**src/core/peer_discovery_pkg.sv**
```systemverilog
// Package for the peer discovery engine: message layout, codes, timing.
// Assumes a 100 MHz system clock and byte-wide datagram streams.
package peer_discovery_pkg;
   // Discovery port and payload signature "networked_automation_port"
   localparam logic [15:0] disc_udp_port = 16'h1049;
   localparam logic [31:0] sig_word = 32'h69414454;
   localparam int msg_len = 12;
   // Byte positions
   localparam logic [3:0] pos_kind = 4'h4;
   localparam logic [3:0] pos_role = 4'h5;
   localparam logic [3:0] pos_len_hi = 4'h6;
   localparam logic [3:0] pos_len_lo = 4'h7;
   localparam logic [3:0] pos_rev = 4'h8;
   localparam logic [3:0] pos_flags = 4'h9;
   localparam int flag_unsecured_accept_flag_bit = 7;
   localparam int flag_tls_bit = 6;
   // Message kinds
   localparam logic [7:0] kind_announce = 8'h00;
   localparam logic [7:0] kind_response = 8'h01;
   // Device roles
   localparam logic [7:0] role_drive_device = 8'h00;
   localparam logic [7:0] role_automation = 8'h01;
   localparam logic [7:0] role_monitor = 8'h02;
   // Additional length sent: four bytes follow (bytes 8..11)
   localparam logic [15:0] add_len = 16'h0004;
   // Timing
   localparam int clk_mhz = 100;
   localparam int period_s = 3;
   localparam int cycles_per_ms = clk_mhz * 1000;
   localparam int max_delay_ms = 3000;
   localparam logic [31:0] lfsr_seed_rst = 32'h1;
   localparam logic [15:0] max_count_rst = 16'h0010;
endpackage

```
**src/core/peer_service_discovery.sv**
```systemverilog
// Peer discovery engine: announces, answers and tracks discovery datagrams.
// Assumes a UDP stack delivering/accepting payload bytes with peer address.
// Function
// Once IP address present, broadcast and keep receiving on UDP port 4169.
// Payload starts with four-byte ASCII signature in bytes 0-3.
// Byte 4 kind: 00h announcement, 01h response, others reserved.
// Byte 5 role: 00h drive, 01h automation, 02h monitor, others reserved.
// Bytes 6-7 big-endian length of following bytes, multiple of four.
// Byte 8 holds login major and minor revision.
// Unsecured-accept flag set only if unsecured connections accepted.
// Secure-transport flag set only if secure connections accepted; port configurable.
// Random 0-3 s delay, broadcast every 3 s until addressed or count reached.
// Broadcast messages carry kind 00h.
// Announcement from other type: store sender, random delay, reply kind 01h.
// Response not monitor nor own type: stop broadcasting, store sender.
// Kind and role fields select announcement or response path.
// Bad signature or reserved kind is silently dropped.
// Free-running seeded pseudo-random source provides delays.
`timescale 1ns/1ns
module peer_service_discovery
   import peer_discovery_pkg::*;
#(
   parameter int max_delay_cycles = max_delay_ms * cycles_per_ms,
   parameter int period_cycles = period_s * 1000 * cycles_per_ms
) (
   // Clock and reset
   input wire logic clk,
   input wire logic sys_rst,
   // Configuration
   input wire logic ip_valid,
   input wire logic [7:0] own_role,
   input wire logic [7:0] login_revision,
   input wire logic unsecured_accept_flag_accept,
   input wire logic secure_accept,
   input wire logic [15:0] secure_port,
   input wire logic [15:0] max_messages,
   input wire logic [31:0] rand_seed,
   // Receive byte stream
   input wire logic rx_valid,
   input wire logic rx_first,
   input wire logic rx_last,
   input wire logic [7:0] rx_data,
   input wire logic [15:0] rx_dst_port,
   input wire logic [31:0] rx_src_ip,
   input wire logic [15:0] rx_src_port,
   // Transmit byte stream
   output logic tx_valid,
   input wire logic tx_ready,
   output logic tx_first,
   output logic tx_last,
   output logic [7:0] tx_data,
   output logic tx_broadcast,
   output logic [31:0] tx_dst_ip,
   output logic [15:0] tx_dst_port,
   output logic [15:0] tx_src_port,
   // Status
   output logic bcast_active,
   output logic peer_found,
   output logic [31:0] peer_ip,
   output logic [15:0] peer_port
);

   typedef enum {b_idle, b_wait, b_done} bcast_state_t;
   typedef enum {t_idle, t_send} tx_state_t;

   // Advance a 32-bit Galois LFSR
   // Taps give a long sequence; a nonzero state never reaches zero
   function automatic logic [31:0] lfsr_next(input logic [31:0] v);
      lfsr_next = {1'b0, v[31:1]} ^ (v[0] ? 32'h80200003 : 32'h0);
   endfunction

   // Random delay from zero up to and including the 3 s bound
   function automatic logic [31:0] rand_delay(input logic [31:0] v);
      rand_delay = v % 32'(max_delay_cycles + 1);
   endfunction

   // Signature byte by position; shared by receive check and transmit mux
   function automatic logic [7:0] sig_at(input logic [1:0] i);
      sig_at = sig_word[8'(31 - 8 * int'(i)) -: 8];
   endfunction

   // Random source, broadcast schedule and transmit state
   logic [31:0] lfsr_q;
   bcast_state_t bst_q;
   tx_state_t tst_q;
   logic [31:0] btimer_q;
   logic [15:0] sent_q;
   logic bcast_due_q;

   // Pending reply
   logic resp_pend_q;
   logic [31:0] rtimer_q;
   logic resp_due_q;
   logic [31:0] resp_ip_q;
   logic [15:0] resp_port_q;

   // Receive tracking
   logic [3:0] rx_idx_q;
   logic rx_ok_q;
   logic [7:0] rx_kind_q;
   logic [7:0] rx_role_q;

   // Transmit sequencing and peer record
   logic [3:0] tx_idx_q;
   logic tx_is_resp_q;
   logic peer_found_q;
   logic [31:0] peer_ip_q;
   logic [15:0] peer_port_q;

   // Receive checks on each byte
   wire rx_here = rx_valid && ip_valid && (rx_dst_port == disc_udp_port);
   wire [3:0] rx_pos = rx_first ? 4'h0 : rx_idx_q;
   wire [7:0] sig_byte = sig_at(rx_pos[1:0]);
   // A bad signature byte fails the datagram for good
   wire sig_ok = (rx_pos > 4'h3) || (rx_data == sig_byte);
   wire byte_ok = (rx_first || rx_ok_q) && sig_ok;
   wire [7:0] kind_now = (rx_pos == pos_kind) ? rx_data : rx_kind_q;
   wire [7:0] role_now = (rx_pos == pos_role) ? rx_data : rx_role_q;
   // Whole message judged at its last byte; short ones never reach byte 5
   wire rx_done = rx_here && rx_last && byte_ok && (rx_pos >= pos_role);
   // Announcements from a peer of another type earn a reply
   wire is_announce = rx_done && (kind_now == kind_announce) && (role_now != own_role);
   // Responses from a non-monitor peer of another type end the search
   wire is_response = rx_done && (kind_now == kind_response) && (role_now != role_monitor)
      && (role_now != own_role);

   // Receive byte tracking
   // Index saturates so an overlong datagram cannot wrap into the header
   always_ff @(posedge clk) begin
      if (sys_rst) begin
         rx_idx_q <= 4'h0;
         rx_ok_q <= 1'b0;
         rx_kind_q <= 8'hff;
         rx_role_q <= 8'hff;
      end else if (rx_here) begin
         rx_idx_q <= (rx_pos == 4'hf) ? rx_pos : rx_pos + 4'h1;
         rx_ok_q <= byte_ok && !rx_last;
         rx_kind_q <= rx_first ? 8'hff : kind_now;
         rx_role_q <= rx_first ? 8'hff : role_now;
      end
   end

   // Free-running random source; the seed is taken in reset so that ports
   // powered up together still pick different delays
   always_ff @(posedge clk) begin
      if (sys_rst)
         lfsr_q <= (rand_seed != 32'h0) ? rand_seed : lfsr_seed_rst;
      else
         lfsr_q <= lfsr_next(lfsr_q);
   end

   // Transmit handshake and slot choice; a due reply goes before a broadcast
   wire tx_take = tx_valid && tx_ready;
   wire tx_end = tx_take && tx_last;
   wire tx_start = (tst_q == t_idle) && (bcast_due_q || resp_due_q);
   wire start_resp = tx_start && resp_due_q;
   wire start_bcast = tx_start && !resp_due_q && bcast_due_q;
   // Vendor limit reached by the broadcast now starting
   wire count_hit = (sent_q + 16'h1) >= max_messages;

   // Broadcast schedule
   // Losing the address drops the schedule; regaining it starts afresh
   always_ff @(posedge clk) begin
      if (sys_rst || !ip_valid) begin
         bst_q <= b_idle;
         btimer_q <= 32'h0;
         sent_q <= 16'h0;
         bcast_due_q <= 1'b0;
      end else begin
         case (bst_q)
            b_idle: begin
               // Fresh random start each time the address is gained
               btimer_q <= rand_delay(lfsr_q);
               bst_q <= b_wait;
            end
            b_wait: begin
               if (is_response) begin
                  bst_q <= b_done;
                  bcast_due_q <= 1'b0;
               end else if (btimer_q != 32'h0)
                  // Count down; an expired slot then waits while a reply holds the link
                  btimer_q <= btimer_q - 32'h1;
               else if (!bcast_due_q) begin
                  bcast_due_q <= 1'b1;
                  btimer_q <= 32'(period_cycles - 1);
               end
               if (start_bcast) begin
                  bcast_due_q <= 1'b0;
                  sent_q <= sent_q + 16'h1;
                  if (count_hit)
                     bst_q <= b_done;
               end
            end
            b_done: bst_q <= b_done;
            default: bst_q <= b_idle;
         endcase
      end
   end

   // Pending response with its own random delay
   // One reply at a time; a second announcement meanwhile is ignored
   always_ff @(posedge clk) begin
      if (sys_rst || !ip_valid) begin
         resp_pend_q <= 1'b0;
         resp_due_q <= 1'b0;
         rtimer_q <= 32'h0;
         resp_ip_q <= 32'h0;
         resp_port_q <= 16'h0;
      end else begin
         if (is_announce && !resp_pend_q) begin
            resp_pend_q <= 1'b1;
            resp_ip_q <= rx_src_ip;
            resp_port_q <= rx_src_port;
            rtimer_q <= rand_delay(lfsr_q);
         end else if (resp_pend_q && !resp_due_q) begin
            // Delay counted down, then the reply waits for the sequencer
            if (rtimer_q == 32'h0)
               resp_due_q <= 1'b1;
            else
               rtimer_q <= rtimer_q - 32'h1;
         end
         if (start_resp) begin
            resp_due_q <= 1'b0;
            resp_pend_q <= 1'b0;
         end
      end
   end

   // Peer record from a matching response
   // Sticky until reset, even across a lost address
   always_ff @(posedge clk) begin
      if (sys_rst) begin
         peer_found_q <= 1'b0;
         peer_ip_q <= 32'h0;
         peer_port_q <= 16'h0;
      end else if (is_response) begin
         peer_found_q <= 1'b1;
         peer_ip_q <= rx_src_ip;
         peer_port_q <= rx_src_port;
      end
   end

   // Transmit sequencer
   // Destination IP latched at the start so it stands for the whole frame
   always_ff @(posedge clk) begin
      if (sys_rst) begin
         tst_q <= t_idle;
         tx_idx_q <= 4'h0;
         tx_is_resp_q <= 1'b0;
         tx_dst_ip <= 32'h0;
      end else begin
         case (tst_q)
            t_idle: if (tx_start) begin
               tst_q <= t_send;
               tx_idx_q <= 4'h0;
               tx_is_resp_q <= resp_due_q;
               tx_dst_ip <= resp_due_q ? resp_ip_q : 32'hffffffff;
            end
            t_send: begin
               // Index steps only on an accepted byte
               if (tx_end)
                  tst_q <= t_idle;
               else if (tx_take)
                  tx_idx_q <= tx_idx_q + 4'h1;
            end
            default: tst_q <= t_idle;
         endcase
      end
   end

   // Outgoing byte mux
   // Fixed twelve-byte layout; the length field always says four
   logic [7:0] tx_byte;
   always_comb begin
      case (tx_idx_q)
         4'h0, 4'h1, 4'h2, 4'h3: tx_byte = sig_at(tx_idx_q[1:0]);
         pos_kind: tx_byte = tx_is_resp_q ? kind_response : kind_announce;
         pos_role: tx_byte = own_role;
         pos_len_hi: tx_byte = add_len[15:8];
         pos_len_lo: tx_byte = add_len[7:0];
         pos_rev: tx_byte = login_revision;
         pos_flags: tx_byte = {unsecured_accept_flag_accept, secure_accept, 6'h0};
         default: tx_byte = 8'h00;
      endcase
   end

   // Stream outputs
   // Handshake outputs decode the state; bytes stand until taken
   assign tx_valid = (tst_q == t_send);
   assign tx_first = tx_valid && (tx_idx_q == 4'h0);
   assign tx_last = tx_valid && (tx_idx_q == 4'(msg_len - 1));
   assign tx_data = tx_byte;
   assign tx_broadcast = tx_valid && !tx_is_resp_q;
   assign tx_dst_port = tx_is_resp_q ? resp_port_q : disc_udp_port;
   assign tx_src_port = disc_udp_port;
   // Status
   assign bcast_active = (bst_q == b_wait);
   assign peer_found = peer_found_q;
   assign peer_ip = peer_ip_q;
   assign peer_port = peer_port_q;

   // Secure port is carried for the stack; this engine only flags it
   // The secure listener number is still open, so it stays a plain input
   wire unused_port = ^secure_port;

endmodule // peer_service_discovery

```
**config.mk**
```make
export PLATFORM = sky130hd
export DESIGN_NAME = peer_service_discovery
export DESIGN_NICKNAME = d
export VERILOG_FILES = /design/src/core/peer_discovery_pkg.sv /design/src/core/peer_service_discovery.sv
export SDC_FILE = /design/constraint.sdc
export NUM_CORES = 1
export LEC_CHECK = 0
export ABC_AREA = 1
export BUFFER_PORTS_ARGS = -buffer_cell sky130_fd_sc_hd__buf_4
export CAP_MARGIN = 10
export CORE_AREA = 2 2 187 189
export DETAILED_ROUTE_END_ITERATION = 16
export DIE_AREA = 0 0 189 191
export GPL_TIMING_DRIVEN = 0
export PLACE_DENSITY = 0.93
export SLEW_MARGIN = 10
export SYNTH_ARGS = -nofsm -noshare
export SYNTH_HDL_FRONTEND = slang
export SYNTH_SLANG_ARGS = --single-unit
```
**constraint.sdc**
```tcl
create_clock -name clk -period 17.3 [get_ports clk]
set_input_delay 1.73 -clock clk [delete_from_list [all_inputs] [get_ports clk]]
set_output_delay 1.73 -clock clk [all_outputs]
set_load 0.1 [all_outputs]
```
Yosys cells after proc, flatten, opt, wreduce, memory -nomap -nowiden

Cells that the tools add are included.
Widths: inputs -> output; s select.

Latch bits: 0
Register bits after elaboration: 334
Bits in read-only memories: 0
RAM bits: 0
Input port bits: 161
Memories: 0
Word-level logic and storage cells: 153

Magnitude comparators: 3
Equal/unequal tests: 30
$add $sub $neg: 7
$mul: 0
Bitwise gates (word level): 2
Reductions and logical operators: 53
Div/mod/pow operators: 1
Shift-type cells: 2
Multiplexer cells: 34

Operator list:

| operator                | count |
|---|---|
| $mux 32                 | 15 |
| $logic_not 32->1        | 4 |
| $pmux 32 s2             | 2 |
| $eq 32x2->1 const B     | 3 |
| $pmux 32 s3             | 1 |
| $shiftx 39x6->8 const A | 2 |
| $eq 32x1->1 const B     | 2 |
| $reduce_bool 32->1      | 2 |
| $sub 32x1->32 const B   | 2 |
| $pmux 8 s6              | 1 |
| $mod 32x29->32 const B  | 1 |
| $mux 8                  | 4 |
| $xor 31x32->32          | 1 |
| $logic_and 1x1->1       | 23 |
| $eq 4x3->1 const B      | 5 |
| $mux 4                  | 5 |
| $add 16x1->16 const B   | 1 |
| $eq 16x13->1 const B    | 1 |
| $eq 4x4->1 const B      | 4 |
| $ge 16x16->1            | 1 |
| $mux 16                 | 1 |
| $ne 2x2->1 const B      | 6 |
| $sub 5x5->6 const A     | 2 |
| $reduce_and 2->1        | 5 |
| other kinds (22)        | 38 |

Longest topological paths before layout

Depth in word-level cells: 15
Mapped depth: 49
Depth with buffers taken out: 46

Least setup slack after synthesis

OpenSTA, ideal clock, no wires.

Path type: reg-to-reg
From: register lfsr_q[0]
To: register rtimer_q[21]
Arrival: 5.327 ns
Period minus slack after synthesis: 5.454 ns
Setup time: 0.128 ns
Path slack: 11.846 ns
Buffers on the path: 7
Cell stages (with the launch flop): 49
Cells stage by stage: dfxtp_1 inv_1 ha_1 nand3_1 nor2_1 nand2_1 nor2_2 nor2_8 nand2_2 buf_6 buf_6 nand3_1 nand2_1 nand2_1 nor2_2 nand2_1 nor2_4 nand2_4 (+13 left out) buf_8 buf_4 nand2_1 nand2_1 ha_1 inv_1 nor2_2 nand2_1 nand2_1 nand2_2 nand2_4 nand3_4 inv_2 buf_4 nand2_1 nand2_1 a21oi_1 nor2_1

Longest elaborated chain between the ends: 2

Ends and longest elaborated chain:

| what                   | line                          | text |
|---|---|---|
| start, declared        | peer_service_discovery.sv:83  | `logic [31:0] lfsr_q;` |
| start signal, assigned | peer_service_discovery.sv:147 | `lfsr_q <= (rand_seed != 32'h0) ? rand_seed : lfsr_seed_rst;` |
| start signal, assigned | peer_service_discovery.sv:149 | `lfsr_q <= lfsr_next(lfsr_q);` |
| $mod 32x29->32         | peer_service_discovery.sv:74  | `rand_delay = v % 32'(max_delay_cycles + 1);` |
| $mux 32                | peer_service_discovery.sv:210 | `if (is_announce && !resp_pend_q) begin` |
| end signal, assigned   | peer_service_discovery.sv:214 | `rtimer_q <= rand_delay(lfsr_q);` |
| end signal, assigned   | peer_service_discovery.sv:220 | `rtimer_q <= rtimer_q - 32'h1;` |
| end, declared          | peer_service_discovery.sv:92  | `logic [31:0] rtimer_q;` |

No other way between the ends.
A chain may end at the register's enable or synchronous reset.

Final worst setup path

From: register lfsr_q[0]
To: register rtimer_q[18]

The elaborated chain is that of the path after synthesis.

==> impl_results.md <==
* Hpwl dp at ~53000 um
* Final nets at approximately 3.8k
* Seq pwr share at roughly 28%
* First-pass GRT wire length at roughly 110000 um
* Vias per cell at approximately 5.9
* Post-cts sizing count at 0
* Die width at ~190 um
* Final core utilization at 70.2%
* Inserted Diodes at 0
* Status: finished clean
* Commonest non-fill, non-tap cell in the layout: nand2_1
* Core Box Area at approximately 34000 um^2
* Synth unique cells at 68
* Number of synthesized register bits at about 300
* Fillers at around 2.8k
* Dpl ws at ~10 ns
* Part of the cycle the worst path needs at around two fifths
* # port buffers at ~250
* Layout cells sized above 1 at between 10% and 20%
* Max_slew headroom at between 30% and 40%
* Drt first pass iters at 7
* ANT nets after route at 0
* CP max stage cell: dfxtp_1
* Worst Path Arrival at around 7.7 ns
* Sw frac at between 40% and 50%
* Crit path required time at between 15 and 20 ns
* Register area share after synthesis at 29.9%
* Total power at between 2 and 3 mW
* Largest net degree at the start of global routing at 17
* Slew Limit Fails at 0
* CTS tree: yes
* Drt drc at 0
* Syn. warnings at 0
* Final Hold Viols at 0
* Maxcap violations at 0
* Critical Path Start Type: register
* Worst Setup Path Type: register to register
* CP Max Fanout at 10
* H-tree Lvls at 1
* Buf/Inv on CP at 9
* Die ar. at 36100 um^2
* Fmax at 0.138 GHz
* Initial antenna violation count at 0
* Post-Syn Area per Cell at ~6.2 um^2
* Post-route setup TNS at 0 ns
* Site Rows at 68
* P_int at 1.42 mW
* HP Class: register to register
* Clock power share at between 20% and 30%
* Final setup viols at 0
* GPL Wtd Cong at about 1.0
* Hold buffer count at CTS at 0
* Final worst setup slack at ~10 ns
* Leading area contributor after synthesis: dfxtp_1
* Gr ovfl total at 0
* Clk_lat worst skew at 0.59 ns
* DRT iter0 DRCs at roughly 3k
* P&R area growth vs syn at 18.0%
* Yosys top cell area share at between 20% and 30%
* Psw at between 1 and 1.5 mW
* Crit end category: register
* Worst path top cell family by delay: simple AND/OR/NAND/NOR gates
* Root buf cell: clkbuf_16
* Clock Skews at approximately 0.043 ns
* Commonest cells after routing, fill and taps aside: nand2_1 (873), inv_1 (390), nor2_1 (343), dfxtp_1 (303), buf_4 (274)
* Ranking of synthesized cells by area: dfxtp_1 (30%), nand2_1 (16%), inv_1 (7.2%)
* GRT Total Usage at 37.5%
* Die height at ~190 um
* Total Wirelength at 71100 um
* Postcts setup bufs at 0
* Post-route cell area at 24000 um^2
* Min cycle time layout at 7.24 ns
* EDFF count, synth at 0
* RSZ-0062 raised after global routing: false
* IO Count at 287
* Critical path's largest stage delay at between 0.5 and 0.6 ns
* Per-cell routed wire length at ~18 um
* Comb power frac at a little under half
* Max VDD drop at around 0.075 mV
* Initial Util at 59.5%
* PwrDens at roughly 110 nW/um^2
* Main synth FF type: dfxtp_1
* TritonCTS Sinks at 303
* CTS Buf Count at 30
* Ys async rst share at 0%
* Most frequent CP cell: nand2_1
* Synth Instances at ~3.3k
* Slew @ Worst Pin at a little under 1 ns
* Leakage at between 10 and 15 nW
* DR vias at between 20k and 25k
* Clock tree buffer depth at 3
* Placed Area at about 23000 um^2
* Mapped Area at approximately 20000 um^2
* CTS clk-pin slew, worst paths at 0.07 ns
* Number of global-route vias before repair at around 22k
## Yosys cell counts, drive strengths merged (2+ instances only)
cell / count
a211oi: 11
xor2: 78
o21ai: 235
xnor2: 12
nand4: 68
ha: 33
or4: 4
mux2i: 4
o31ai: 3
clkbuf: 77
dfxtp: 303
or2: 12
conb: 2
nor3: 28
buf: 49
inv: 418
nand3b: 7
o211ai: 6
clkinv: 2
or3: 3
and3: 2
nand3: 235
o22ai: 28
nor2: 387
a31oi: 14
a21oi: 227
o21a: 3
o2111ai: 4
and2: 2
o221a: 26
nand2: 916
nor4: 38
## cell type report
cell class / count / area [um^2] / area share (%)
plain buffers: 126 / 663 / 2.77
clock buffers: 36 / 813 / 3.39
clock inverters: 18 / 219 / 0.914
inverters: 420 / 1580 / 6.58
multi-input cells: 2446 / 12200 / 50.8
flip-flops and latches: 303 / 6070 / 25.3
well taps: 455 / 569 / 2.38
repair buffers: 252 / 1890 / 7.90
## per-layer routing
metal	vias to the layer above	part of all wire (%)	track usage [%]
met3	362	11	6.52
met4	0	6.3	20.9
met5	-	0	0
met1	10600	39	47.7
met2	1648	44	60.4
li1	11200	-	-
## state kept, by name, indices dropped and copies added, names as in the netlist, 16 cells and up
signal and count:
bst_q 32, btimer_q 32, lfsr_q 32, peer_ip 32
resp_ip_q 32, rtimer_q 32, tx_dst_ip 32, peer_port 16
resp_port_q 16, sent_q 16
## power groups by stage
stage / Sequential [mW] / Combinational (mW) / Clock (mW)
after global placement: 0.736 / 1.10 / 0
after global routing: 0.722 / 1.26 / 0.705
after detailed placement: 0.736 / 1.11 / 0
final: 0.721 / 1.17 / 0.682
after floorplan: 0.732 / 0.785 / 0
after CTS: 0.721 / 1.12 / 0.679
## through the flow
| step | std cells | hold WS (ns) |
|---|---|---|
| floorplan | 3295 | 0.429 |
| global placement | 4002 | 0.441 |
| detailed placement | 4002 | 0.447 |
| CTS | 4056 | 0.458 |
| global route | 4056 | 0.481 |
| finish | 4056 | 0.456 |
## worst register-to-register path: cells and delay by family, from the launching register on
family / cells / cell delay, ns
simple gates: 31 / 4.00
buf+inv: 9 / 1.55
fa+ha+maj: 3 / 0.76
flops: 1 / 0.54
compound gates: 1 / 0.19
## cell families (layout without fill, tap and decap cells)
group	count (synthesis)	count (layout)	synth area share (%)
compound gates	568	568	15.8
xor+xnor	90	90	3.92
fa+ha+maj	33	33	2.03
buf+inv	546	852	11.0
flops	303	303	29.9
mux	5	5	0.253
other cells	2	46	0.0370
simple gates	1704	1704	37.1
## path summary, 6_finish.rpt
check                                   start                           to  slack [ns]  cells past startpoint
hold reg to reg   resp_port_q[6]$_SDFFE_PP0P_  resp_port_q[6]$_SDFFE_PP0P_        0.46                      2
setup reg to reg            lfsr_q[0]$_DFF_P_    rtimer_q[18]$_SDFFE_PP0P_       10.06                     44
hold / removal    resp_port_q[6]$_SDFFE_PP0P_  resp_port_q[6]$_SDFFE_PP0P_        0.46                      2
setup / recovery            lfsr_q[0]$_DFF_P_    rtimer_q[18]$_SDFFE_PP0P_       10.06                     44
Power figures use the tool's default switching activity.
